<file path="config.mk">
export PLATFORM = sky130hd
export DESIGN_NAME = led_buck_channel_sequencer
export DESIGN_NICKNAME = d
export VERILOG_FILES = /design/src/core/led_seq_pkg.sv /design/src/core/led_buck_channel_sequencer.sv
export SDC_FILE = /design/constraint.sdc
export NUM_CORES = 1
export LEC_CHECK = 0
export BUFFER_PORTS_ARGS = -buffer_cell sky130_fd_sc_hd__buf_2
export CAP_MARGIN = 10
export CORE_MARGIN = 10
export CORE_UTILIZATION = 35
export DETAILED_ROUTE_END_ITERATION = 8
export GPL_ROUTABILITY_DRIVEN = 0
export PLACE_DENSITY = 0.6
export SLEW_MARGIN = 0
export SYNTH_ARGS = -nofsm -noshare
export SYNTH_HDL_FRONTEND = slang
export SYNTH_SLANG_ARGS = --single-unit
</file>
<file path="constraint.sdc">
create_clock -name clk -period 2.9 [get_ports clk]
set_clock_uncertainty 0.2 [all_clocks]
set_input_delay 0.725 -clock clk [delete_from_list [all_inputs] [get_ports clk]]
set_output_delay 0.725 -clock clk [all_outputs]
set_load 0.01 [all_outputs]
</file>
<file path="src/core/led_seq_pkg.sv">
// constants, register map and state codes for the LED buck channel sequencer
// assumes a single 250 MHz core clock; all pins arrive asynchronously
package led_seq_pkg;
	localparam int unsigned NCH = 2;
	localparam int unsigned SYNC_W = 24;
	localparam int unsigned CLK_PERIOD_NS = 4;
	// free-running switching period
	localparam int unsigned OSC_PERIOD_NS = 1000;
	localparam int unsigned OSC_CYC = OSC_PERIOD_NS / CLK_PERIOD_NS;
	// boost capacitor refresh on-time of the bottom switch (least time)
	localparam int unsigned REFRESH_NS = 200;
	localparam int unsigned REFRESH_CYC =
		(REFRESH_NS + CLK_PERIOD_NS - 1) / CLK_PERIOD_NS;
	// delay from enable to the disconnect gate going low (least time)
	localparam int unsigned PMOS_DELAY_NS = 100;
	localparam int unsigned PMOS_DELAY_CYC =
		(PMOS_DELAY_NS + CLK_PERIOD_NS - 1) / CLK_PERIOD_NS;
	// start-up blanking of short detection
	localparam int unsigned STARTUP_BLANK_NS = 100000;
	localparam int unsigned STRAP_SETTLE = 3;
	localparam int unsigned SEQ_CNT_W = 8;
	localparam int unsigned BLANK_CNT_W = 24;

	localparam logic [6:0] I2C_DEV_ADDR = 7'h60;
	localparam logic [7:0] REG_STATUS = 8'h00;
	localparam logic [7:0] REG_CONFIG = 8'h01;
	localparam logic [7:0] REG_DUTY1 = 8'h02;
	localparam logic [7:0] REG_DUTY2 = 8'h03;
	localparam logic [7:0] REG_CHANNEL1_ANALOG_DIM_LEVEL = 8'h04;

	localparam logic [7:0] CONFIG_RESET = 8'h00;
	localparam logic [7:0] DUTY_RESET = 8'h00;
	localparam logic [7:0] ADIM_RESET = 8'hFF;
	localparam logic [7:0] STATUS_RESET = 8'h00;
	localparam int unsigned CFG_CLKOUT_BIT = 6;

	// status bit positions within one channel's nibble
	localparam int unsigned ST_OVFB = 0;
	localparam int unsigned ST_OPEN = 1;
	localparam int unsigned ST_SHORT = 2;
	localparam int unsigned ST_OVCUR = 3;
	localparam int unsigned ST_STRIDE = 4;

	typedef enum logic [4:0] {
		CH_OFF = 5'h01,
		CH_REFRESH = 5'h02,
		CH_TOP = 5'h04,
		CH_BOTTOM = 5'h08,
		CH_SKIP = 5'h10
	} chan_state_e;

	typedef enum logic [4:0] {
		I_IDLE = 5'h01,
		I_ADDR = 5'h02,
		I_PTR = 5'h04,
		I_WDATA = 5'h08,
		I_RDATA = 5'h10
	} i2c_state_e;
endpackage : led_seq_pkg

</file>
<file path="src/core/led_buck_channel_sequencer.sv">
// two-channel buck LED sequencer: switch order, disconnect gate, faults, I2C
// assumes analog comparators deliver levels on pins; scl/sda are open drain
`timescale 1ns/1ns

// Function
// dim input or channel_on low: both switches off, disconnect gate high.
// dim and channel_on high: disconnect gate goes low after a short delay.
// on enable, bottom switch refreshes boost capacitor before top turns on.
// cycle starts on oscillator set pulse; current trip ends top on-time.
// bottom switch stays on until next cycle or zero inductor current.
// bottom switch overcurrent delays next cycle until current is safe.
// open-string flag: feedback near regulation while sense below 10mV.
// shorted-string flag: feedback below 0.25V after start-up.
// short detection blanked for a period after enable input rises.
// any channel fault drives its disconnect gate high; the open-string flag alone leaves the gate low.
// status over I2C: overvoltage, short, overcurrent, open string.
// bus mode unless both address-select pins grounded.
// bus mode stays idle until a dimming-duty write arrives.
// stand-alone mode starts on first dim input rising edge.
// stand-alone answers address 1100000; duty registers not writable.
// sense threshold scaled by (channel1_dim_code+1)/256 in analog stage.
// analog dim code resets to 255.
// external sync clock duty 20..60 percent, RT set 10 percent below.
// clock output disabled after reset, enabled by configuration bit 6.
// alert stays asserted until all conditions gone and unlatched.
// channel 1 faults in status bits 1,2; channel 2 in bits 5,6.
// channel_on from duty register in bus mode, high in stand-alone.
module led_buck_channel_sequencer
	import led_seq_pkg::*;
#(
	parameter int unsigned BLANK_CYCLES = STARTUP_BLANK_NS / CLK_PERIOD_NS
) (
	input wire logic clk, // core clock
	input wire logic arst_n, // async reset, active low
	input wire logic [1:0] dim_in, // dimming inputs per channel
	input wire logic [1:0] fb_near_reg, // feedback within 53mV of reg
	input wire logic [1:0] sense_low, // sense voltage below 10mV
	input wire logic [1:0] fb_short, // feedback below 0.25V
	input wire logic [1:0] fb_over, // feedback above 1.233V
	input wire logic [1:0] sense_over, // sense voltage above 930mV
	input wire logic [1:0] switch_trip, // switch current above error amp
	input wire logic [1:0] valley_over, // bottom switch current above 2A
	input wire logic [1:0] inductor_zero, // inductor current at zero
	input wire logic enable_undervoltage_input, // enable comparator level
	input wire logic bus_id_select_1_gnd, // address pin 1 grounded
	input wire logic bus_id_select_2_gnd, // address pin 2 grounded
	input wire logic scl_in, // I2C clock
	input wire logic sda_in, // I2C data level
	output logic sda_out, // I2C data drive value
	output logic sda_oe_n, // I2C data pull-down enable
	input wire logic freq_lock_in, // sync pin level
	output logic freq_lock_out, // sync pin clock output
	output logic freq_lock_oe_n, // sync pin drive enable
	output logic alert_out, // alert drive value
	output logic alert_oe_n, // alert pull-down enable
	output logic [1:0] top_switch_on, // top power switch gates
	output logic [1:0] bottom_switch_on, // bottom power switch gates
	output logic [1:0] load_disconnect_gate, // high keeps PMOS off
	output logic [7:0] channel1_dim_code // analog dim code to scaler
);
	logic [SYNC_W-1:0] raw_in, sync1, sync2;
	logic [1:0] d_dim, d_near, d_low, d_short, d_over, d_ocur;
	logic [1:0] d_trip, d_valley, d_zero;
	logic d_en, d_scl, d_sda, d_lock, d_gnd1, d_gnd2;
	logic p_scl, p_sda, p_en, p_lock;
	logic [1:0] p_dim;
	logic scl_rise, scl_fall, i2c_start, i2c_stop, en_rise, lock_rise;
	logic [1:0] dim_rise;

	assign raw_in = {dim_in, fb_near_reg, sense_low, fb_short, fb_over,
		sense_over, switch_trip, valley_over, inductor_zero,
		enable_undervoltage_input, scl_in, sda_in, freq_lock_in,
		bus_id_select_1_gnd, bus_id_select_2_gnd};
	assign {d_dim, d_near, d_low, d_short, d_over, d_ocur, d_trip,
		d_valley, d_zero, d_en, d_scl, d_sda, d_lock, d_gnd1,
		d_gnd2} = sync2;

	// two-flop synchronisers for every pin
	always_ff @(posedge clk or negedge arst_n) begin
		if (!arst_n) begin
			sync1 <= '0;
			sync2 <= '0;
		end else begin
			sync1 <= raw_in;
			sync2 <= sync1;
		end
	end

	// previous values for edge detection, read only from the second stage
	always_ff @(posedge clk or negedge arst_n) begin
		if (!arst_n) begin
			p_scl <= 1'b1;
			p_sda <= 1'b1;
			p_en <= 1'b0;
			p_lock <= 1'b0;
			p_dim <= 2'b00;
		end else begin
			p_scl <= d_scl;
			p_sda <= d_sda;
			p_en <= d_en;
			p_lock <= d_lock;
			p_dim <= d_dim;
		end
	end

	assign scl_rise = d_scl & ~p_scl;
	assign scl_fall = ~d_scl & p_scl;
	assign i2c_start = d_scl & p_scl & p_sda & ~d_sda;
	assign i2c_stop = d_scl & p_scl & ~p_sda & d_sda;
	assign en_rise = d_en & ~p_en;
	assign lock_rise = d_lock & ~p_lock;
	assign dim_rise = d_dim & ~p_dim;

	// mode strap caught once the synchronisers have settled
	logic [1:0] strap_cnt;
	logic strap_done, standalone;
	always_ff @(posedge clk or negedge arst_n) begin
		if (!arst_n) begin
			strap_cnt <= 2'd0;
			strap_done <= 1'b0;
			standalone <= 1'b0;
		end else if (!strap_done) begin
			strap_cnt <= strap_cnt + 2'd1;
			if (strap_cnt == 2'(STRAP_SETTLE)) begin
				strap_done <= 1'b1;
				standalone <= d_gnd1 & d_gnd2;
			end
		end
	end

	// I2C slave
	i2c_state_e i2c_st;
	logic [3:0] bitcnt;
	logic [7:0] rx, tx, ptr, wr_data, rd_val;
	logic sda_drive, wr_stb, rd_stb;
	logic [7:0] config_reg, status;
	logic [7:0] duty [NCH];

	always_comb begin
		case (ptr)
			REG_STATUS: rd_val = status;
			REG_CONFIG: rd_val = config_reg;
			REG_DUTY1: rd_val = duty[0];
			REG_DUTY2: rd_val = duty[1];
			REG_CHANNEL1_ANALOG_DIM_LEVEL: rd_val = channel1_dim_code;
			default: rd_val = 8'h00;
		endcase
	end

	always_ff @(posedge clk or negedge arst_n) begin
		if (!arst_n) begin
			i2c_st <= I_IDLE;
			bitcnt <= 4'd0;
			rx <= 8'h00;
			tx <= 8'h00;
			ptr <= 8'h00;
			wr_data <= 8'h00;
			sda_drive <= 1'b0;
			wr_stb <= 1'b0;
			rd_stb <= 1'b0;
		end else begin
			wr_stb <= 1'b0;
			rd_stb <= 1'b0;
			if (i2c_start) begin
				i2c_st <= I_ADDR;
				bitcnt <= 4'd0;
				sda_drive <= 1'b0;
			end else if (i2c_stop) begin
				i2c_st <= I_IDLE;
				sda_drive <= 1'b0;
			end else if (i2c_st != I_IDLE && scl_rise) begin
				if (bitcnt < 4'd8) begin
					rx <= {rx[6:0], d_sda};
					bitcnt <= bitcnt + 4'd1;
				end else begin
					bitcnt <= 4'd9;
					if (i2c_st == I_RDATA && d_sda)
						i2c_st <= I_IDLE;
				end
			end else if (i2c_st != I_IDLE && scl_fall) begin
				if (bitcnt == 4'd8) begin
					case (i2c_st)
						I_ADDR: begin
							if (rx[7:1] == I2C_DEV_ADDR)
								sda_drive <= 1'b1;
							else
								i2c_st <= I_IDLE;
						end
						I_PTR: begin
							sda_drive <= 1'b1;
							ptr <= rx;
						end
						I_WDATA: begin
							sda_drive <= 1'b1;
							wr_stb <= 1'b1;
							wr_data <= rx;
						end
						default: sda_drive <= 1'b0;
					endcase
				end else if (bitcnt == 4'd9) begin
					bitcnt <= 4'd0;
					case (i2c_st)
						I_ADDR: begin
							if (rx[0]) begin
								i2c_st <= I_RDATA;
								tx <= rd_val;
								sda_drive <= ~rd_val[7];
								rd_stb <= 1'b1;
							end else begin
								i2c_st <= I_PTR;
								sda_drive <= 1'b0;
							end
						end
						I_RDATA: begin
							tx <= rd_val;
							sda_drive <= ~rd_val[7];
							rd_stb <= 1'b1;
						end
						I_PTR: begin
							i2c_st <= I_WDATA;
							sda_drive <= 1'b0;
						end
						default: sda_drive <= 1'b0;
					endcase
				end else if (i2c_st == I_RDATA && bitcnt != 4'd0) begin
					tx <= {tx[6:0], 1'b0};
					sda_drive <= ~tx[6];
				end
			end
		end
	end

	assign sda_out = 1'b0;
	assign sda_oe_n = ~sda_drive;

	// writable registers; duty writes refused in stand-alone mode
	logic duty_wr;
	assign duty_wr = wr_stb && !standalone
		&& (ptr == REG_DUTY1 || ptr == REG_DUTY2);
	always_ff @(posedge clk or negedge arst_n) begin
		if (!arst_n) begin
			config_reg <= CONFIG_RESET;
			channel1_dim_code <= ADIM_RESET;
			duty[0] <= DUTY_RESET;
			duty[1] <= DUTY_RESET;
		end else if (wr_stb) begin
			if (ptr == REG_CONFIG)
				config_reg <= wr_data;
			if (ptr == REG_CHANNEL1_ANALOG_DIM_LEVEL)
				channel1_dim_code <= wr_data;
			if (duty_wr && ptr == REG_DUTY1)
				duty[0] <= wr_data;
			if (duty_wr && ptr == REG_DUTY2)
				duty[1] <= wr_data;
		end
	end

	// start permission per mode
	logic started;
	always_ff @(posedge clk or negedge arst_n) begin
		if (!arst_n)
			started <= 1'b0;
		else if (strap_done && !standalone && duty_wr)
			started <= 1'b1;
		else if (strap_done && standalone && |dim_rise)
			started <= 1'b1;
	end

	// start-up blanking of short detection
	logic [BLANK_CNT_W-1:0] blank_cnt;
	logic blank_done;
	always_ff @(posedge clk or negedge arst_n) begin
		if (!arst_n) begin
			blank_cnt <= '0;
			blank_done <= 1'b0;
		end else if (!d_en || en_rise) begin
			blank_cnt <= '0;
			blank_done <= 1'b0;
		end else if (!blank_done) begin
			blank_cnt <= blank_cnt + BLANK_CNT_W'(1);
			if (blank_cnt == BLANK_CNT_W'(BLANK_CYCLES - 1))
				blank_done <= 1'b1;
		end
	end

	// oscillator, restarted by external sync edges unless driving out
	logic [7:0] osc_cnt;
	logic set_pulse, clkout_en;
	assign clkout_en = config_reg[CFG_CLKOUT_BIT];
	always_ff @(posedge clk or negedge arst_n) begin
		if (!arst_n) begin
			osc_cnt <= 8'h00;
			set_pulse <= 1'b0;
			freq_lock_out <= 1'b0;
			freq_lock_oe_n <= 1'b1;
		end else begin
			if ((!clkout_en && lock_rise)
				|| osc_cnt == 8'(OSC_CYC - 1)) begin
				osc_cnt <= 8'h00;
				set_pulse <= 1'b1;
			end else begin
				osc_cnt <= osc_cnt + 8'h01;
				set_pulse <= 1'b0;
			end
			freq_lock_out <= osc_cnt < 8'(OSC_CYC / 2);
			freq_lock_oe_n <= ~clkout_en;
		end
	end

	// per-channel sequencing
	logic [1:0] channel_on, fault_now, run, pend, start_go;
	logic [7:0] st_set;
	chan_state_e ch_st [NCH];
	logic [SEQ_CNT_W-1:0] seq_cnt [NCH];
	logic [SEQ_CNT_W-1:0] gate_cnt [NCH];

	for (genvar i = 0; i < NCH; i++) begin : g_ch
		assign channel_on[i] = standalone | (duty[i] != DUTY_RESET);
		assign fault_now[i] = d_over[i] | d_ocur[i]
			| (d_short[i] & blank_done);
		assign run[i] = started & d_en & d_dim[i] & channel_on[i]
			& ~fault_now[i];
		assign start_go[i] = pend[i] & ~d_valley[i];
		assign st_set[ST_STRIDE*i + ST_OVFB] = d_over[i];
		assign st_set[ST_STRIDE*i + ST_OPEN] = d_near[i] & d_low[i];
		assign st_set[ST_STRIDE*i + ST_SHORT] =
			d_short[i] & blank_done;
		assign st_set[ST_STRIDE*i + ST_OVCUR] = d_ocur[i];
		assign top_switch_on[i] = (ch_st[i] == CH_TOP);
		assign bottom_switch_on[i] = (ch_st[i] == CH_REFRESH)
			|| (ch_st[i] == CH_BOTTOM);

		always_ff @(posedge clk or negedge arst_n) begin
			if (!arst_n)
				pend[i] <= 1'b0;
			else if (!run[i])
				pend[i] <= 1'b0;
			else
				pend[i] <= set_pulse | (pend[i] & ~start_go[i]);
		end

		always_ff @(posedge clk or negedge arst_n) begin
			if (!arst_n) begin
				ch_st[i] <= CH_OFF;
				seq_cnt[i] <= '0;
			end else if (!run[i]) begin
				ch_st[i] <= CH_OFF;
				seq_cnt[i] <= '0;
			end else begin
				case (ch_st[i])
					CH_OFF: ch_st[i] <= CH_REFRESH;
					CH_REFRESH: begin
						seq_cnt[i] <= seq_cnt[i] + SEQ_CNT_W'(1);
						if (seq_cnt[i] == SEQ_CNT_W'(REFRESH_CYC - 1))
							ch_st[i] <= CH_TOP;
					end
					CH_TOP: if (d_trip[i]) ch_st[i] <= CH_BOTTOM;
					CH_BOTTOM: begin
						if (start_go[i])
							ch_st[i] <= CH_TOP;
						else if (d_zero[i])
							ch_st[i] <= CH_SKIP;
					end
					CH_SKIP: if (start_go[i]) ch_st[i] <= CH_TOP;
					default: ch_st[i] <= CH_OFF;
				endcase
			end
		end

		always_ff @(posedge clk or negedge arst_n) begin
			if (!arst_n) begin
				load_disconnect_gate[i] <= 1'b1;
				gate_cnt[i] <= '0;
			end else if (!run[i]) begin
				load_disconnect_gate[i] <= 1'b1;
				gate_cnt[i] <= '0;
			end else if (gate_cnt[i] == SEQ_CNT_W'(PMOS_DELAY_CYC - 1)) begin
				load_disconnect_gate[i] <= 1'b0;
			end else begin
				gate_cnt[i] <= gate_cnt[i] + SEQ_CNT_W'(1);
			end
		end
	end

	// sticky status, cleared when read; a new event wins over the clear
	logic status_clr;
	assign status_clr = rd_stb && ptr == REG_STATUS;
	always_ff @(posedge clk or negedge arst_n) begin
		if (!arst_n)
			status <= STATUS_RESET;
		else if (status_clr)
			status <= st_set;
		else
			status <= status | st_set;
	end

	always_ff @(posedge clk or negedge arst_n) begin
		if (!arst_n)
			alert_oe_n <= 1'b1;
		else
			alert_oe_n <= ~(|status | |st_set);
	end
	assign alert_out = 1'b0;
endmodule : led_buck_channel_sequencer

</file>
# Word level (Yosys, flattened, before mapping)
# Index checks and enable logic that the tools add are counted.
[word_totals]
reg_bits = 225
latch_bits = 0
ram_bits = 0
romBits = 0
in_bits = 26
output_inout_bits = 20
elab_cells = 307
n_memories = 0
[classes]
add_sub_neg = 8
n_mul = 0
n_div = 0
magnitude_cmp = 2
n_eq_ne = 54
shifts = 0
muxes = 89
n_bitwise = 59
n_reduce_logical = 53
[op_table]
columns = ["operator", "count"]
rows = [
  ["$mux W5", 23],
  ["$mux W8", 10],
  ["$pmux W5 S5", 2],
  ["$mux W24", 2],
  ["$add A8 B1 Y8 const B", 5],
  ["$pmux W8 S5", 1],
  ["$mux W1", 36],
  ["$mux W4", 7],
  ["$and A1 B1 Y1", 25],
  ["$add A24 B1 Y24 const B", 1],
  ["$eq A24 B15 Y1 const B", 1],
  ["$not A1 Y1", 22],
  ["$mux W7", 3],
  ["$ne A3 B3 Y1 const B", 7],
  ["$reduce_and A4 Y1", 5],
  ["$eq A8 B2 Y1 const B", 2],
  ["$eq A8 B5 Y1 const B", 2],
  ["$eq A8 B6 Y1 const B", 2],
  ["$reduce_bool A8 Y1", 2],
  ["$reduce_or A8 Y1", 2],
  ["$eq A5 B2 Y1 const B", 3],
  ["$eq A5 B3 Y1 const B", 3],
  ["$eq A5 B4 Y1 const B", 3],
  ["$eq A5 B5 Y1 const B", 3],
  ["39 further kinds", 93],
]

# Logic depth before layout (Yosys ltp)
[logic_depth]
ltp_word = 11
mapped_depth = 9

# Least setup slack after synthesis
# No wires, ideal clock.
[synth_path]
path_type = "register to output"
startpoint = "register ch_st[2] (netlist bit)"
endpoint = "output bottom_switch_on[1]"
arrival_time_ps = 1318
required_ps = 1975
setup_slack_ps = 657
path_stages_with_launch = 5
path_buffers = 1
path_cell_list = "dfrtp_1 -> buf_6 -> or4b_4 -> or2_1 -> nand2_1"
[synth_via]
elab_chain_cells = 2
word_cells_on_any_way = 3
[synth_rtl]
columns = ["element", "line", "source"]
rows = [
  ["start: declaration", "led_buck_channel_sequencer.sv:313", "chan_state_e ch_st [NCH];"],
  ["start signal: indexed assignment", "led_buck_channel_sequencer.sv:344", "ch_st[i] <= CH_OFF;"],
  ["start signal: indexed assignment", "led_buck_channel_sequencer.sv:347", "ch_st[i] <= CH_OFF;"],
  ["start signal: indexed assignment", "led_buck_channel_sequencer.sv:351", "CH_OFF: ch_st[i] <= CH_REFRESH;"],
  ["$eq A5 B2 Y1 / $eq A5 B4 Y1 (equally long branches)", "led_buck_channel_sequencer.sv:330, led_buck_channel_sequencer.sv:331", ""],
  ["$logic_or A1 B1 Y1 (*)", "led_buck_channel_sequencer.sv:331", "|| (ch_st[i] == CH_BOTTOM);"],
  ["end: declaration", "led_buck_channel_sequencer.sv:57", "output logic [1:0] bottom_switch_on,"],
]
# Every way passes the cells marked *; elsewhere a longest branch is shown, timed or not.

# Worst setup path after layout
# Ends and elaborated chain as after synthesis.

==> flow_summary_export.csv <==
group,metric,value,unit
clock_network,numCtsBuffers,25,
grt,grt_pass1_wl,34800,um
place,hpwl,14100,um
drt,first_iter_violations,380,
clock_network,cts_sinks,225,
grt,grt_pass1_vias,6557,
pwr,p_leak,4.89,nW
drt,wirelength,20400,um
clock_network,cts-root-buf,"clkbuf_16",
die,dieArea,35500,um^2
pwr,power_density,621,nW/um^2
finish,syn_to_final_growth,15.7,%
synth,yosysSeqAreaShare,0.569,
place,io_buffers,43,
die,die_w,189,um
synth,avgSynthCellArea,11.5,um^2
clock_network,htree_levels,1,
timing,finalSetupTns,0,ns
finish,antenna_cells,0,
setup_path,path_max_fanout,3,
setup_path,arrival,1.90,ns
drt,vias,6599,
setup_path,critPathKind,"flop to primary output",
run,drv_cap,0,
synth,synth_area,9940,um^2
finish,layout_common_cells,"205 x dfrtp_1, 99 x nor2_1, 59 x mux2_2",
timing,finalSetupViolCount,0,
finish,nets,967,
timing,period_minus_slack,2.82,ns
grt,grt_max_degree,87,
pwr,ir_drop,0.000634,V
timing,rsz0062_at_grt,"no",
drt,drc,0,
synth,synth_edf_count,0,
synth,synth_cell_types,77,
outcome,status,"finished clean",
synth,synth-async-reset-ratio,1.00,
drt,avgViaCountPerCell,4.99,
setup_path,crit_path_start_kind,"flop",
clock_network,path_clk_slew,0.06,ns
drt,first_pass_iters,4,
clock_network,clk-insertion-delay-late,0.52,ns
worst_hold_path,hp-class,"input port to flop",
timing,worst_pin_slew,0.873,ns
synth,synth.ff_latch_count,225,
timing,final_max_slew_viol_count,0,
pwr,p_total,7.14,mW
finish,reg_top3,"blank_cnt: 24 flops, sync1: 24 flops, sync2: 24 flops",
drt,wire_per_inst,15.4,um
grt,grt_usage,0.116,
die,start_util,0.356,
clock_network,clock_path_buffers,3,
setup_path,crit_path_end_kind,"primary output",
die,dieHeight,189,um
synth,synth_flop_cell,"dfrtp_1",
clock_network,cts_tree,"done",
timing,period_share,0.973,
die,fp.coreArea,27900,um^2
grt,antenna_found_initial,0,
drt,antenna_left,0,
timing,fmax,354,MHz
grt,grt_overflow,0,
timing,final-hold-violation-count,0,
synth,synth_cells,863,
timing,relSlewSlack,0.416,
setup_path,required,1.98,ns
die,io_pins,46,
synth,yosys_warnings,0,
finish,layout-drive-gt1-share,0.210,
die,rows,61,
finish,final_common_cell,"dfrtp_1",
-- final timing paths --
path                                   from                    to  slack [ns]  depth (start not counted)
setup / recovery                   ch_st[2]   bottom_switch_on[1]        0.08                          4
hold / removal             inductor_zero[0]              sync1[6]        0.11                          1
setup reg to reg                      p_scl                ptr[4]        0.49                          4
hold reg to reg                    sync1[0]              sync2[0]        0.15                          0
max in group asynchronous            arst_n  channel1_dim_code[6]        1.26                          3
min in group asynchronous            arst_n              ch_st[6]        0.45                          2
-- worst max-delay path: stages (launching register included) --
cell and delay [ns]:
dfrtp_2 0.40, or4b_4 0.53, or2_4 0.25, nand2_1 0.07, buf_2 0.13
-- power by group --
group	leakage, nW	internal [mW]	total [mW]	switching [mW]
Combinational	1.62	0.237	0.524	0.287
Clock	0.396	1.88	3.10	1.22
Sequential	2.88	3.31	3.52	0.207
-- what timing repair did --
item                       in CTS  in global routing
gates cloned                    0                  0
hold endpoints to repair       23                  0
pin swaps                       0                  1
setup buffers                   2                  3
resized for setup               3                  1
hold buffers                    1                  0
setup endpoints to repair       1                  1
-- kinds of logic after synthesis --
family	share of synthesized area
compound gates	0.0780
xor+xnor	0.0467
fa+ha+maj	0.0201
buf+inv	0.0247
flops	0.569
mux	0.0902
other cells	0.000377
simple gates	0.171
-- metrics by stage --
| step | setup slack (ns) | hold slack, ns | cell area [um^2] | utilization | std cells |
|---|---|---|---|---|---|
| floorplan | 0.657 | 0.131 | 9940 | - | 864 |
| global placement | 0.466 | 0.132 | 10600 | 0.381 | 1270 |
| detailed placement | 0.462 | 0.135 | 10600 | 0.381 | 1270 |
| CTS | 0.0137 | 0.0908 | 11500 | 0.411 | 1319 |
| global route | 0.0308 | 0.0932 | 11500 | 0.412 | 1322 |
| finish | 0.0773 | 0.111 | 11500 | 0.412 | 1322 |
-- cell type report --
class | instances | area, um^2
Multi-Input combinational cell | 581 | 4050
Clock inverter | 8 | 96.3
Inverter | 28 | 105
Fill cell | 2699 | 16400
Timing Repair Buffer | 64 | 410
Sequential cell | 225 | 5660
Tap cell | 378 | 473
Clock buffer | 38 | 714
-- synth_stat cells, types with 4 or more instances --
master	n	area, um^2
and3_1	11	68.8
a211oi_1	13	97.6
inv_1	28	105
a21oi_1	19	95.1
or4_1	5	37.5
nand2b_1	7	43.8
dfrtp_1	208	5200
and4_1	5	43.8
nand2_1	40	150
o21ai_0	30	150
nor4_1	17	106
xnor2_1	25	219
and2_1	6	37.5
nand4_1	15	93.8
xor2_1	28	245
mux2_1	4	45.0
nand3_1	32	160
nor3b_1	8	60.1
o211ai_1	4	30.0
buf_4	5	37.5
mux2_2	59	664
ha_1	16	200
nand3b_1	7	52.6
mux2i_1	15	150
nor2b_1	13	81.3
nor3_1	17	85.1
a22o_1	5	43.8
or3_1	8	50.1
dfstp_2	17	447
clkbuf_1	21	78.8
nor2_1	99	372
a21o_1	9	67.6
o31ai_1	10	75.1
-- per-layer routing --
metal | part of all wire | vias to the layer above | track usage
li1 | - | 3177 | -
met1 | 0.49 | 3287 | 0.160
met2 | 0.46 | 104 | 0.184
met3 | 0.032 | 31 | 0.0196
met4 | 0.022 | 0 | 0.0317
met5 | 0 | - | 0
Power figures use the tool's default switching activity.
